**config.mk**
```make
export PLATFORM = sky130hd
export DESIGN_NAME = cplf_top
export DESIGN_NICKNAME = d
export VERILOG_FILES = /design/src/cplf_pkg.sv /design/src/cplf_fifo.sv /design/src/cplf_top.sv
export VERILOG_INCLUDE_DIRS = /design/src
export SDC_FILE = /design/constraint.sdc
export NUM_CORES = 2
export LEC_CHECK = 0
export BUFFER_PORTS_ARGS = -buffer_cell sky130_fd_sc_hd__clkbuf_2
export CORE_MARGIN = 4
export CORE_UTILIZATION = 64
export CTS_CLUSTER_SIZE = 24
export DETAILED_ROUTE_END_ITERATION = 7
export PLACE_DENSITY = 0.89
export SYNTH_ARGS = -nofsm -noshare
export SYNTH_HDL_FRONTEND = slang
export SYNTH_SLANG_ARGS = --single-unit
```
**constraint.sdc**
```tcl
create_clock -name pclk -period 7.21 [get_ports pclk]
set_clock_uncertainty 0.1 [all_clocks]
set_input_delay 0.3605 -clock pclk [delete_from_list [all_inputs] [get_ports pclk]]
set_output_delay 0.3605 -clock pclk [all_outputs]
set_load 0.02 [all_outputs]
```
**src/cplf_map.svh**
```systemverilog
// Register map, field positions, reset values and constants of the loop.
`ifndef CPLF_MAP_SVH
`define CPLF_MAP_SVH

// ----------------------------------------------------------------------
// Register byte addresses
// ----------------------------------------------------------------------
`define CPLF_A_PED 8'h00
`define CPLF_A_OSEL 8'h04
`define CPLF_A_LOOP 8'h08
`define CPLF_A_LEAD 8'h0c
`define CPLF_A_LAG 8'h10
`define CPLF_A_UPLO 8'h14
`define CPLF_A_UPHI 8'h18
`define CPLF_A_LWLO 8'h1c
`define CPLF_A_LWHI 8'h20
`define CPLF_A_INLO 8'h24
`define CPLF_A_INHI 8'h28
`define CPLF_A_LGLO 8'h2c
`define CPLF_A_LGHI 8'h30
`define CPLF_A_FOUT 8'h34
`define CPLF_A_STAT 8'h38

// ----------------------------------------------------------------------
// Fields
// ----------------------------------------------------------------------
`define CPLF_PED_OFS 3:0
`define CPLF_PED_SHF 5:4
`define CPLF_OSEL_F 3:0
`define CPLF_LOOP_ACC 0
`define CPLF_LOOP_IND 1
`define CPLF_LOOP_SER 2
`define CPLF_LOOP_INIT 3
`define CPLF_GAIN_M 3:0
`define CPLF_GAIN_E 8:4
`define CPLF_HI_F 7:0

// ----------------------------------------------------------------------
// Values
// ----------------------------------------------------------------------
`define CPLF_SEL_PHERR 4'h1
`define CPLF_UPPER_RST 40'h7f_ffff_ffff
`define CPLF_LOWER_RST 40'h80_0000_0000
`define CPLF_GAIN_ALIGN 5'h04
`define CPLF_SER_LAST 6'h1f

`endif

```
**src/cplf_pkg.sv**
```systemverilog
// Types shared by the carrier phase loop filter modules.
package cplf_pkg;

  // Six-edge processing cycle of the loop filter.
  typedef enum logic [2:0] {
    CPLF_IDLE,
    CPLF_LEAD,
    CPLF_LAGM,
    CPLF_ACCU,
    CPLF_LIMT,
    CPLF_OUTP
  } cplf_step_t;

endpackage

```
**src/cplf_fifo.sv**
```systemverilog
// Phase error FIFO with valid/ready on both sides.
module cplf_fifo
  import cplf_pkg::*;
#(
  parameter int W = 8,
  parameter int DEPTH = 8
)
(
  input wire logic pclk, // Clock
  input wire logic presetn, // Asynchronous reset, active low
  input wire logic in_valid, // Word offered
  output logic in_ready, // Room for a word
  input wire logic [W-1:0] in_data, // Word in
  output logic out_valid, // Word available
  input wire logic out_ready, // Drain takes the word
  output logic [W-1:0] out_data, // Oldest word
  output logic [$clog2(DEPTH):0] count // Words held
);

  localparam int AW = $clog2(DEPTH);

  if (DEPTH < 2 || (1 << AW) != DEPTH) begin : g_bad_depth
    $error("cplf_fifo depth must be a power of two of at least two");
  end

  typedef struct packed {
    logic [DEPTH-1:0][W-1:0] mem;
    logic [AW-1:0] wp;
    logic [AW-1:0] rp;
    logic [AW:0] cnt;
  } cplf_fifo_t;

  cplf_fifo_t state_reg;
  cplf_fifo_t state_next;
  logic push;
  logic pop;

  assign in_ready = (state_reg.cnt != (AW + 1)'(DEPTH));
  assign out_valid = (state_reg.cnt != '0);
  assign out_data = state_reg.mem[state_reg.rp];
  assign count = state_reg.cnt;
  assign push = in_valid && in_ready;
  assign pop = out_valid && out_ready;

  always_comb
  begin
    state_next = state_reg;
    if (push)
    begin
      state_next.mem[state_reg.wp] = in_data;
      state_next.wp = state_reg.wp + 1'b1;
    end
    if (pop)
    begin
      state_next.rp = state_reg.rp + 1'b1;
    end
    state_next.cnt = state_reg.cnt + (AW + 1)'(push) - (AW + 1)'(pop);
  end

  always_ff @(posedge pclk or negedge presetn)
  begin
    if (!presetn)
    begin
      state_reg <= '0;
    end
    else
    begin
      state_reg <= state_next;
    end
  end

endmodule

```
**src/cplf_top.sv**
```systemverilog
// Carrier phase error detector and lead/lag loop filter with APB registers.
`include "cplf_map.svh"

module cplf_top
  import cplf_pkg::*;
#(
  parameter int ACC_W = 16,
  parameter int FIFO_DEPTH = 8
)
(
  input wire logic pclk, // Device clock, 100 MHz
  input wire logic presetn, // Asynchronous reset, active low
  input wire logic psel, // APB select
  input wire logic penable, // APB access phase
  input wire logic pwrite, // APB write
  input wire logic [7:0] paddr, // APB byte address
  input wire logic [31:0] pwdata, // APB write data
  output logic [31:0] prdata, // APB read data
  output logic pready, // APB ready
  output logic pslverr, // APB error on unmapped address
  input wire logic [7:0] phase_in, // Converter phase, one turn = 256
  input wire logic phase_valid, // Converter sample strobe
  output logic phase_ready, // Error FIFO has room
  input wire logic end_symbol, // Sample is an end-symbol sample
  input wire logic carrier_loop_freeze, // Freeze the loop filter
  input wire logic [39:0] afc_term, // AFC filter contribution
  input wire logic [39:0] sweep_term, // Frequency sweep contribution
  output logic [7:0] err_bus_out, // Selected output bus
  output logic [31:0] nco_freq, // On-chip NCO frequency word
  output logic nco_freq_valid, // Pulse on new NCO word
  output logic carrier_freq_serial_out, // Serial frequency bit
  output logic carrier_freq_serial_sync // Pulse on first serial bit
);

  if (ACC_W < 8 || ACC_W > 32 || FIFO_DEPTH > 8) begin : g_bad_acc
    $error("cplf_top accumulator width or FIFO depth out of range");
  end

  // --------------------------------------------------------------------
  // State
  // --------------------------------------------------------------------
  typedef struct packed {
    logic [3:0] ofs;
    logic [1:0] shf;
    logic [3:0] osel;
    logic acc_en;
    logic ind_sel;
    logic ser_sel;
    logic [8:0] lead_g;
    logic [8:0] lag_g;
    logic [39:0] upper;
    logic [39:0] lower;
    logic [39:0] init;
    logic fz;
    cplf_step_t st;
    logic [ACC_W-1:0] err;
    logic [ACC_W-1:0] acc;
    logic acc_vld;
    logic [39:0] lead_t;
    logic [39:0] lag_t;
    logic [39:0] lag;
    logic [39:0] fout;
    logic [7:0] bus;
    logic [31:0] nco;
    logic nco_vld;
    logic [31:0] ser_sh;
    logic [5:0] ser_cnt;
    logic ser_bit;
    logic ser_sync;
    logic [31:0] rdata;
  } cplf_state_t;

  localparam cplf_state_t RST_VAL = '{
    upper: `CPLF_UPPER_RST,
    lower: `CPLF_LOWER_RST,
    st: CPLF_IDLE,
    default: '0
  };

  cplf_state_t state_reg;
  cplf_state_t state_next;

  logic [7:0] rot;
  logic [7:0] pherr;
  logic push;
  logic f_ovalid;
  logic f_oready;
  logic [7:0] f_odata;
  logic [$clog2(FIFO_DEPTH):0] f_count;
  logic [ACC_W-1:0] f_ext;
  logic [ACC_W-1:0] acc_sum;
  logic take;
  logic [39:0] sum_out;
  logic setup;
  logic wr;
  logic mapped;

  // --------------------------------------------------------------------
  // Phase error detector
  // --------------------------------------------------------------------
  // Adding to the top nibble alone makes the wrap modulo one turn.
  assign rot = {4'(phase_in[7:4] + state_reg.ofs), phase_in[3:0]};
  assign pherr = 8'(rot << state_reg.shf);
  // A sample that finds the FIFO full is lost; phase_ready warns the
  // source, which otherwise cannot be stalled in a live receiver.
  assign push = phase_valid
    && (!state_reg.ind_sel || end_symbol);

  cplf_fifo #(
    .W(8),
    .DEPTH(FIFO_DEPTH)
  ) u_fifo (
    .pclk(pclk),
    .presetn(presetn),
    .in_valid(push),
    .in_ready(phase_ready),
    .in_data(pherr),
    .out_valid(f_ovalid),
    .out_ready(f_oready),
    .out_data(f_odata),
    .count(f_count)
  );

  // --------------------------------------------------------------------
  // Loop filter intake
  // --------------------------------------------------------------------
  // Sign bit at 2^0, LSB at 2^-7; the accumulator keeps the same LSB.
  assign f_ext = ACC_W'($signed(f_odata));
  assign acc_sum = state_reg.acc + (f_ovalid ? f_ext : '0);
  // Without the accumulator the FIFO is only drained when the filter is
  // idle, so it fills and excess errors are refused at its input.
  assign take = (state_reg.st == CPLF_IDLE)
    && (f_ovalid || (state_reg.acc_en && state_reg.acc_vld));
  assign f_oready = state_reg.acc_en || (state_reg.st == CPLF_IDLE);

  assign sum_out = state_reg.lag + state_reg.lead_t
    + afc_term + sweep_term;

  // Gain (1 + M/16) * 2^-(32-E) on an error with LSB 2^-7, giving a term
  // with LSB 2^-39: product of error and (16 + M), shifted by E - 4.
  function automatic logic [39:0] gain_term(
    input logic signed [ACC_W-1:0] e,
    input logic [8:0] g
  );
    logic signed [63:0] p;
    logic [4:0] ex;
    ex = g[`CPLF_GAIN_E];
    p = 64'(e) * $signed({59'h0, 1'b1, g[`CPLF_GAIN_M]});
    if (ex >= `CPLF_GAIN_ALIGN)
    begin
      p = p <<< (ex - `CPLF_GAIN_ALIGN);
    end
    else
    begin
      p = p >>> (`CPLF_GAIN_ALIGN - ex);
    end
    return p[39:0];
  endfunction

  // --------------------------------------------------------------------
  // APB decode
  // --------------------------------------------------------------------
  assign setup = psel && !penable;
  assign wr = psel && penable && pwrite;
  assign pready = 1'b1;

  always_comb
  begin
    case (paddr)
      `CPLF_A_PED, `CPLF_A_OSEL, `CPLF_A_LOOP, `CPLF_A_LEAD,
      `CPLF_A_LAG, `CPLF_A_UPLO, `CPLF_A_UPHI, `CPLF_A_LWLO,
      `CPLF_A_LWHI, `CPLF_A_INLO, `CPLF_A_INHI, `CPLF_A_LGLO,
      `CPLF_A_LGHI, `CPLF_A_FOUT, `CPLF_A_STAT: mapped = 1'b1;
      default: mapped = 1'b0;
    endcase
  end

  assign pslverr = psel && penable && !mapped;

  // --------------------------------------------------------------------
  // Next state
  // --------------------------------------------------------------------
  always_comb
  begin
    state_next = state_reg;
    state_next.nco_vld = 1'b0;
    state_next.fz = carrier_loop_freeze;

    if (phase_valid)
    begin
      state_next.bus = (state_reg.osel == `CPLF_SEL_PHERR)
        ? pherr : 8'h00;
    end

    // Error accumulator sums every popped error until the filter takes it.
    if (take)
    begin
      state_next.err = state_reg.acc_en ? acc_sum : f_ext;
      if (state_reg.fz)
      begin
        state_next.err = '0;
      end
      state_next.acc = '0;
      state_next.acc_vld = 1'b0;
      state_next.st = CPLF_LEAD;
    end
    else if (state_reg.acc_en && f_ovalid)
    begin
      state_next.acc = acc_sum;
      state_next.acc_vld = 1'b1;
    end

    case (state_reg.st)
      CPLF_IDLE:
      begin
      end
      CPLF_LEAD:
      begin
        state_next.lead_t = gain_term(state_reg.err, state_reg.lead_g);
        state_next.st = CPLF_LAGM;
      end
      CPLF_LAGM:
      begin
        state_next.lag_t = gain_term(state_reg.err, state_reg.lag_g);
        state_next.st = CPLF_ACCU;
      end
      CPLF_ACCU:
      begin
        state_next.lag = state_reg.lag + state_reg.lag_t;
        state_next.st = CPLF_LIMT;
      end
      CPLF_LIMT:
      begin
        if ($signed(state_reg.lag) > $signed(state_reg.upper))
        begin
          state_next.lag = state_reg.upper;
        end
        else if ($signed(state_reg.lag) < $signed(state_reg.lower))
        begin
          state_next.lag = state_reg.lower;
        end
        state_next.st = CPLF_OUTP;
      end
      CPLF_OUTP:
      begin
        state_next.fout = sum_out;
        if (!state_reg.ser_sel)
        begin
          state_next.nco = sum_out[39:8];
          state_next.nco_vld = 1'b1;
        end
        state_next.st = CPLF_IDLE;
      end
      default:
      begin
        state_next.st = CPLF_IDLE;
      end
    endcase

    // Serial word goes MSB first; a word finishing mid-shift is skipped
    // and nothing is sent until the next filter output after the shift ends.
    if (state_reg.ser_cnt != '0)
    begin
      state_next.ser_bit = state_reg.ser_sh[31];
      state_next.ser_sh = {state_reg.ser_sh[30:0], 1'b0};
      state_next.ser_cnt = state_reg.ser_cnt - 1'b1;
      state_next.ser_sync = 1'b0;
    end
    else if (state_reg.ser_sel && state_reg.st == CPLF_OUTP)
    begin
      state_next.ser_bit = sum_out[39];
      state_next.ser_sh = {sum_out[38:8], 1'b0};
      state_next.ser_cnt = `CPLF_SER_LAST;
      state_next.ser_sync = 1'b1;
    end
    else
    begin
      state_next.ser_bit = 1'b0;
      state_next.ser_sync = 1'b0;
    end

    // Read data is captured in the setup cycle and stands in the access.
    if (setup)
    begin
      case (paddr)
        `CPLF_A_PED: state_next.rdata = {26'h0,
          state_reg.shf, state_reg.ofs};
        `CPLF_A_OSEL: state_next.rdata = {28'h0, state_reg.osel};
        `CPLF_A_LOOP: state_next.rdata = {29'h0, state_reg.ser_sel,
          state_reg.ind_sel, state_reg.acc_en};
        `CPLF_A_LEAD: state_next.rdata = {23'h0, state_reg.lead_g};
        `CPLF_A_LAG: state_next.rdata = {23'h0, state_reg.lag_g};
        `CPLF_A_UPLO: state_next.rdata = state_reg.upper[31:0];
        `CPLF_A_UPHI: state_next.rdata = {24'h0, state_reg.upper[39:32]};
        `CPLF_A_LWLO: state_next.rdata = state_reg.lower[31:0];
        `CPLF_A_LWHI: state_next.rdata = {24'h0, state_reg.lower[39:32]};
        `CPLF_A_INLO: state_next.rdata = state_reg.init[31:0];
        `CPLF_A_INHI: state_next.rdata = {24'h0, state_reg.init[39:32]};
        `CPLF_A_LGLO: state_next.rdata = state_reg.lag[31:0];
        `CPLF_A_LGHI: state_next.rdata = {24'h0,
          state_reg.lag[39:32]};
        `CPLF_A_FOUT: state_next.rdata = state_reg.fout[39:8];
        `CPLF_A_STAT: state_next.rdata = {24'h0,
          4'(f_count), 2'h0, state_reg.fz,
          state_reg.st != CPLF_IDLE};
        default: state_next.rdata = 32'h0000_0000;
      endcase
    end

    // Writes come last so a lag load wins over a filter update.
    if (wr)
    begin
      case (paddr)
        `CPLF_A_PED:
        begin
          state_next.ofs = pwdata[`CPLF_PED_OFS];
          state_next.shf = pwdata[`CPLF_PED_SHF];
        end
        `CPLF_A_OSEL: state_next.osel = pwdata[`CPLF_OSEL_F];
        `CPLF_A_LOOP:
        begin
          state_next.acc_en = pwdata[`CPLF_LOOP_ACC];
          state_next.ind_sel = pwdata[`CPLF_LOOP_IND];
          state_next.ser_sel = pwdata[`CPLF_LOOP_SER];
          if (pwdata[`CPLF_LOOP_INIT])
          begin
            state_next.lag = state_reg.init;
          end
        end
        `CPLF_A_LEAD: state_next.lead_g = pwdata[8:0];
        `CPLF_A_LAG: state_next.lag_g = pwdata[8:0];
        `CPLF_A_UPLO: state_next.upper[31:0] = pwdata;
        `CPLF_A_UPHI: state_next.upper[39:32] = pwdata[`CPLF_HI_F];
        `CPLF_A_LWLO: state_next.lower[31:0] = pwdata;
        `CPLF_A_LWHI: state_next.lower[39:32] = pwdata[`CPLF_HI_F];
        `CPLF_A_INLO: state_next.init[31:0] = pwdata;
        `CPLF_A_INHI: state_next.init[39:32] = pwdata[`CPLF_HI_F];
        default:
        begin
        end
      endcase
    end
  end

  always_ff @(posedge pclk or negedge presetn)
  begin
    if (!presetn)
    begin
      state_reg <= RST_VAL;
    end
    else
    begin
      state_reg <= state_next;
    end
  end

  // --------------------------------------------------------------------
  // Outputs
  // --------------------------------------------------------------------
  assign prdata = state_reg.rdata;
  assign err_bus_out = state_reg.bus;
  assign nco_freq = state_reg.nco;
  assign nco_freq_valid = state_reg.nco_vld;
  assign carrier_freq_serial_out = state_reg.ser_bit;
  assign carrier_freq_serial_sync = state_reg.ser_sync;

endmodule

```
Word level (Yosys, flattened, before mapping)
Memory sizes are Yosys's and may differ from the RTL's.
Cells that the tools add are included.
{"block": "totals", "regBits": 535, "mem_bits_ro": 64, "n_memories": 1}
{"name": "(no name shown)", "words": 64, "width": 1, "rd": 1, "rd_ports_with_merged_regs": 0, "wr": 0, "line": "cplf_top.sv:169", "text": "case (paddr)"}
{"block": "op_classes", "addsub": 15, "mul": 2, "order_cmp": 7, "n_eq_ne": 22, "shift": 5, "n_mux": 28, "n_bitwise": 1, "n_reduce_logical": 38}
{"cell": "32-bit case mux with 15 select lines", "n": 1}
{"cell": "40-bit two-way mux", "n": 8}
{"cell": "40-bit adder", "n": 4}
{"cell": "40-bit case mux with 2 select lines", "n": 1}
{"cell": "22-bit by 5-bit <<< shifter with 40-bit output", "n": 2}
{"cell": "22-bit by 5-bit >>> shifter with 40-bit output", "n": 2}
{"cell": "64-bit bitwise mux", "n": 1}
{"cell": "8-bit by 6-bit equality test with 1-bit output, second input constant", "n": 7}
{"cell": "16-bit two-way mux", "n": 3}
{"cell": "16-bit by 6-bit multiplier with 22-bit output", "n": 2}
{"cell": "40-bit > comparator", "n": 1}
{"cell": "40-bit < comparator", "n": 1}
{"cell": "38-bit two-way mux", "n": 1}
{"cell": "17-bit two-way mux", "n": 2}
{"cell": "8-bit by 5-bit equality test with 1-bit output, second input constant", "n": 4}
{"cell": "8-bit binary-select mux with 3-bit select", "n": 1}
{"cell": "8-bit demux with 3-bit select", "n": 1}
{"cell": "8-bit two-way mux", "n": 3}
{"cell": "2-bit AND reduction", "n": 12}
{"cell": "19-bit two-way mux", "n": 1}
{"cell": "16-bit adder", "n": 1}
{"cell": "8-bit by 4-bit equality test with 1-bit output, second input constant", "n": 2}
{"cell": "3-bit case mux with 5 select lines", "n": 1}
{"cell": "1-bit logical AND", "n": 12}
{"cell": "other kinds (30)", "n": 44}

Longest topological paths before layout
{"block": "logic_depth", "depth_word": 8, "depth_mapped": 21, "mapped_depth_nobuf": 18}

Hierarchy
Synthesis repeated with hierarchy kept, for this count alone.
{"block": "hier_totals", "cells_unflattened": 4732, "area_unflattened_um2": 44383.8}
{"module": "cplf_top", "n_inst": 1, "cells_per_inst": 4510, "area_each_um2": 40795.4}
{"module": "cplf_fifo", "n_inst": 1, "cells_per_inst": 222, "area_each_um2": 3588.4}

Worst setup path after synthesis
No wires, ideal clock.
{"block": "synth_timing", "kind": "flip-flop to flip-flop", "start": "reg state_reg[430] in the netlist's numbering", "end": "reg state_reg[218] in the netlist's numbering", "setup_time_ns": 0.121, "arrival_time_ns": 5.191, "setup_slack_ns": 1.798, "path_stages_with_launch": 20, "n_path_buf": 1, "synth_period_minus_slack_ns": 5.412, "path_cell_list": "dfrtp_1 clkbuf_1 nand2_1 inv_1 fa_1 inv_1 fa_1 fa_1 inv_1 ha_1 a21o_1 a21o_1 a211oi_4 or4b_1 and4_4 or2_1 a21boi_1 mux4_2 and3_1 o22a_1"}
{"block": "synth_between", "elab_chain_cells": 3}
{"item": "start: declaration", "line": "cplf_top.sv:80", "text": "cplf_state_t state_reg;"}
{"item": "start signal: assignment", "line": "cplf_top.sv:353", "text": "state_reg <= state_next;"}
{"item": "16-bit by 6-bit multiplier with 22-bit output (*)", "line": "cplf_top.sv:148", "text": "p = 64'(e) * $signed({59'h0, 1'b1, g[`CPLF_GAIN_M]});"}
{"item": "22-bit by 5-bit >>> shifter with 40-bit output or 22-bit by 5-bit <<< shifter with 40-bit output (tied branches)", "line": "cplf_top.sv:155, cplf_top.sv:151"}
{"item": "40-bit two-way mux (*)", "line": "cplf_top.sv:149", "text": "if (ex >= `CPLF_GAIN_ALIGN)"}
Every way passes the cells marked *; elsewhere a longest branch is shown, timed or not.
A chain may end at the register's enable or synchronous reset.

Worst setup path in the final report
{"block": "layout_timing", "start": "reg state_reg[439] in the netlist's numbering", "end": "reg state_reg[258] in the netlist's numbering"}
The elaborated chain is that of the path after synthesis.

==> qor.txt <==
Leakage: 0.02124 uW
setup_tns: 0 ns
synth cell count leaders: 486 x dfrtp_1, 417 x nand2_1, 355 x o21ai_0
P_sw: 10640 uW
fin crit period: 6.246 ns
Synth area leaders: dfrtp_1 28%, fa_1 8.3%, ha_1 7.8%
Design Power: 20680 uW
Final Setup Violations: 0
HP Class: input pin to flop
Post-Syn Instances: 4717
Die W: 267.5 um
Switching Share: 51.44%
clock power share: 15.0%
CTS tree: done
grt ovf: 0
failing checks: DRC
multi-input gate area in the final layout: 0.02718 mm2
GRT Resource Usage Total: 40.44%
IO Count: 214
combinational power share: 59.6%
critical path launch point type: flop
RSZ-0062 raised after global routing: no
required time of the critical path: 7.65 ns
power share of the sequential group: 25.3%
vias per cell: 6.981
critical-path cell list: and2_1 -> fa_1 -> inv_1 -> fa_1 -> fa_1 -> inv_1 -> ha_1 -> a211oi_1 -> o31ai_2 -> o31a_1 -> xnor2_1 -> mux2i_1 -> a222oi_1 -> o22ai_1 -> a31oi_1 -> a21oi_1 -> o32a_1
number of setup buffers added after CTS: 0
top-count cell post-synth: dfrtp_1
most common flop cell mapped by yosys: dfrtp_1
clk_lat worst skew: 0.67 ns
Final Hold Vio Count: 0
Syn Nets: 5300
Final Core Density: 70.24%
status: finished with violations
max_cap viols: 0
Longest Clk Path Bufs: 3
Slew @ Worst Pin: 1.313 ns
pin count of the biggest net entering global routing: 154
Wirelength per Cell: 25.89 um
register area share after synthesis: 30.66%
share of layout cells above drive strength 1: 15.16%
Die H: 267.5 um
post-synth top area share: 28.22%
Pre-Repair DR Iteration Count: 8
worst-path fanout max: 18
max incr delay on CP: 0.94 ns
H-tree levels: 2
die area: 0.07156 mm2
Power Density: 444.6 mW/mm2
fillcell total: 4730
Peak VDD IR: 0.3751 mV
placed cell areas: 0.04427 mm2
Post-Syn Area: 0.04310 mm2
CP max-delay cell: a222oi_1
Setup crit end kind: flop
cell area after layout: 0.04651 mm2
Relative slew margins: 12.15%
dpl hpwl: 105900 um
Mean Syn Cell Area: 9.137 um2
number of enable flip-flop cells after synthesis: 0
Final nets: 5329
Post-DRT Antenna Nets: 0
Core ar.: 0.06622 mm2
RePlAce Congestion: 1.005
Peak Freq: 0.1601 GHz
CP Class: flop to flop
cell mode on critical path: fa_1
Area Overhead vs Synth: 7.920%
initial antenna violation count: 5
vias in the first global route: 38540
Synth area leader: dfrtp_1
Yosys cell types: 95
CTS clk-pin slew, worst paths: 0.07 ns
post-synthesis async set-or-reset flop share: 100.0%
Vias: 39540
CP arrival: 6.69 ns
synthesized flop and latch total: 526
Initial DRC Count: 5863
CTS buffer count: 56
Root Buffer: clkbuf_16
Initial Util: 65.09%
row cnt: 94
Pint: 10040 uW
yosys synthesis warning count: 0
Reg area: 0.01322 mm2
Detailed Route WL: 146600 um
Clock Sinks: 526
max reg flops: 377
# DRC: 4
Port Buffer Count: 212
period utilization: 86.62%
first-pass GRT wire length: 225500 um
max-slew violation count: 0
worst max-delay path: cells and delay by family (launching register included):
| kind | cells | cell delay, ns |
|---|---|---|
| xor gates and xnor gates | 1 | 0.30 |
| AOI/OAI and AO/OA | 8 | 2.73 |
| muxes | 1 | 0.17 |
| buffers and inverters | 2 | 0.11 |
| DFF | 1 | 0.60 |
| and+or+nand+nor | 1 | 0.27 |
| adders and majority gates | 4 | 1.85 |
cell type report:
type / count / area share, %
Antenna cell: 6 / 0.03228
Tap cell: 864 / 2.324
Clock inverter: 38 / 0.9146
Sequential cell: 526 / 28.41
Multi-Input combinational cell: 3530 / 58.45
Clock buffer: 68 / 3.303
Timing Repair Buffer: 296 / 3.852
Inverter: 336 / 2.712
stage by stage:
step / hold slack [ns] / setup slack (ns) / std cells
3_5_place_dp: 0.3658 / 1.215 / 5526
2_1_floorplan: -0.03509 / 1.798 / 4717
6_report: 0.08576 / 0.9645 / 5664
5_1_grt: 0.04483 / 0.7639 / 5659
4_1_cts: 0.02848 / 1.200 / 5658
3_3_place_gp: 0.3565 / 1.414 / 5526
worst paths after layout:
check                                from              to  slack (ns)  cells after the start
hold reg to reg               nco_freq[8]     nco_freq[8]        0.38                      2
setup / recovery           state_reg[439]  state_reg[258]        0.96                     17
min in group asynchronous         presetn   state_reg[39]        0.22                      2
setup reg to reg           state_reg[439]  state_reg[258]        0.96                     17
max in group asynchronous         presetn  state_reg[327]        5.21                      3
hold / removal                  pwdata[8]  state_reg[358]        0.09                      2
metal layers:
| layer | up-vias | track usage [%] | share of wire [%] |
|---|---|---|---|
| met1 | 19100 | 51.28 | 36 |
| met2 | 2806 | 61.97 | 44 |
| li1 | 16940 | - | - |
| met5 | - | 0 | 0 |
| met4 | 0 | 25.31 | 8.0 |
| met3 | 699 | 10.84 | 12 |
kinds of logic (layout without fill, tap and decap cells):
| logic type | after synthesis | in the layout | synth area share, % |
|---|---|---|---|
| muxes | 352 | 352 | 9.743 |
| buffers and inverters | 661 | 738 | 6.433 |
| xor gates and xnor gates | 165 | 165 | 3.388 |
| AOI/OAI and AO/OA | 1373 | 1373 | 20.93 |
| adders and majority gates | 447 | 447 | 16.10 |
| and+or+nand+nor | 1192 | 1192 | 12.75 |
| other | 1 | 7 | 0.008701 |
| DFF | 526 | 526 | 30.66 |
timing repair:
action                                 CTS  global route
endpoints found under the hold margin  172             0
hold buffers                            26             0
gates resized for setup                  0             0
placed cells by master, fill, tap and decap left out, drive strengths merged, types with 40 or more instances in the layout:
master  Yosys  routed
a21o       65      65
a22oi      59      59
o21ai     368     368
dfrtp     486     486
nor3       54      54
a31oi      87      87
nor2      342     342
nand3      55      55
o211ai     46      46
buf       114      59
mux2      210     210
inv       332     335
a221oi     59      59
a211oi     45      45
dfstp      40      40
and2      133     133
a21oi     316     316
xor2       68      68
mux2i     109     109
clkbuf    211     279
xnor2      97      97
fa        179     179
nand2     417     417
ha        268     268
power by group through the flow:
| stage | sequential, uW | clock [uW] | combinational (uW) |
|---|---|---|---|
| 3_5_place_dp | 5140 | 0 | 11700 |
| 3_3_place_gp | 5090 | 0 | 11300 |
| 2_1_floorplan | 4430 | 0 | 8440 |
| 5_1_grt | 5250 | 3220 | 13300 |
| 6_report | 5230 | 3110 | 12300 |
| 4_1_cts | 5110 | 3100 | 11900 |
Note: power is estimated with default switching activity, not from simulation.
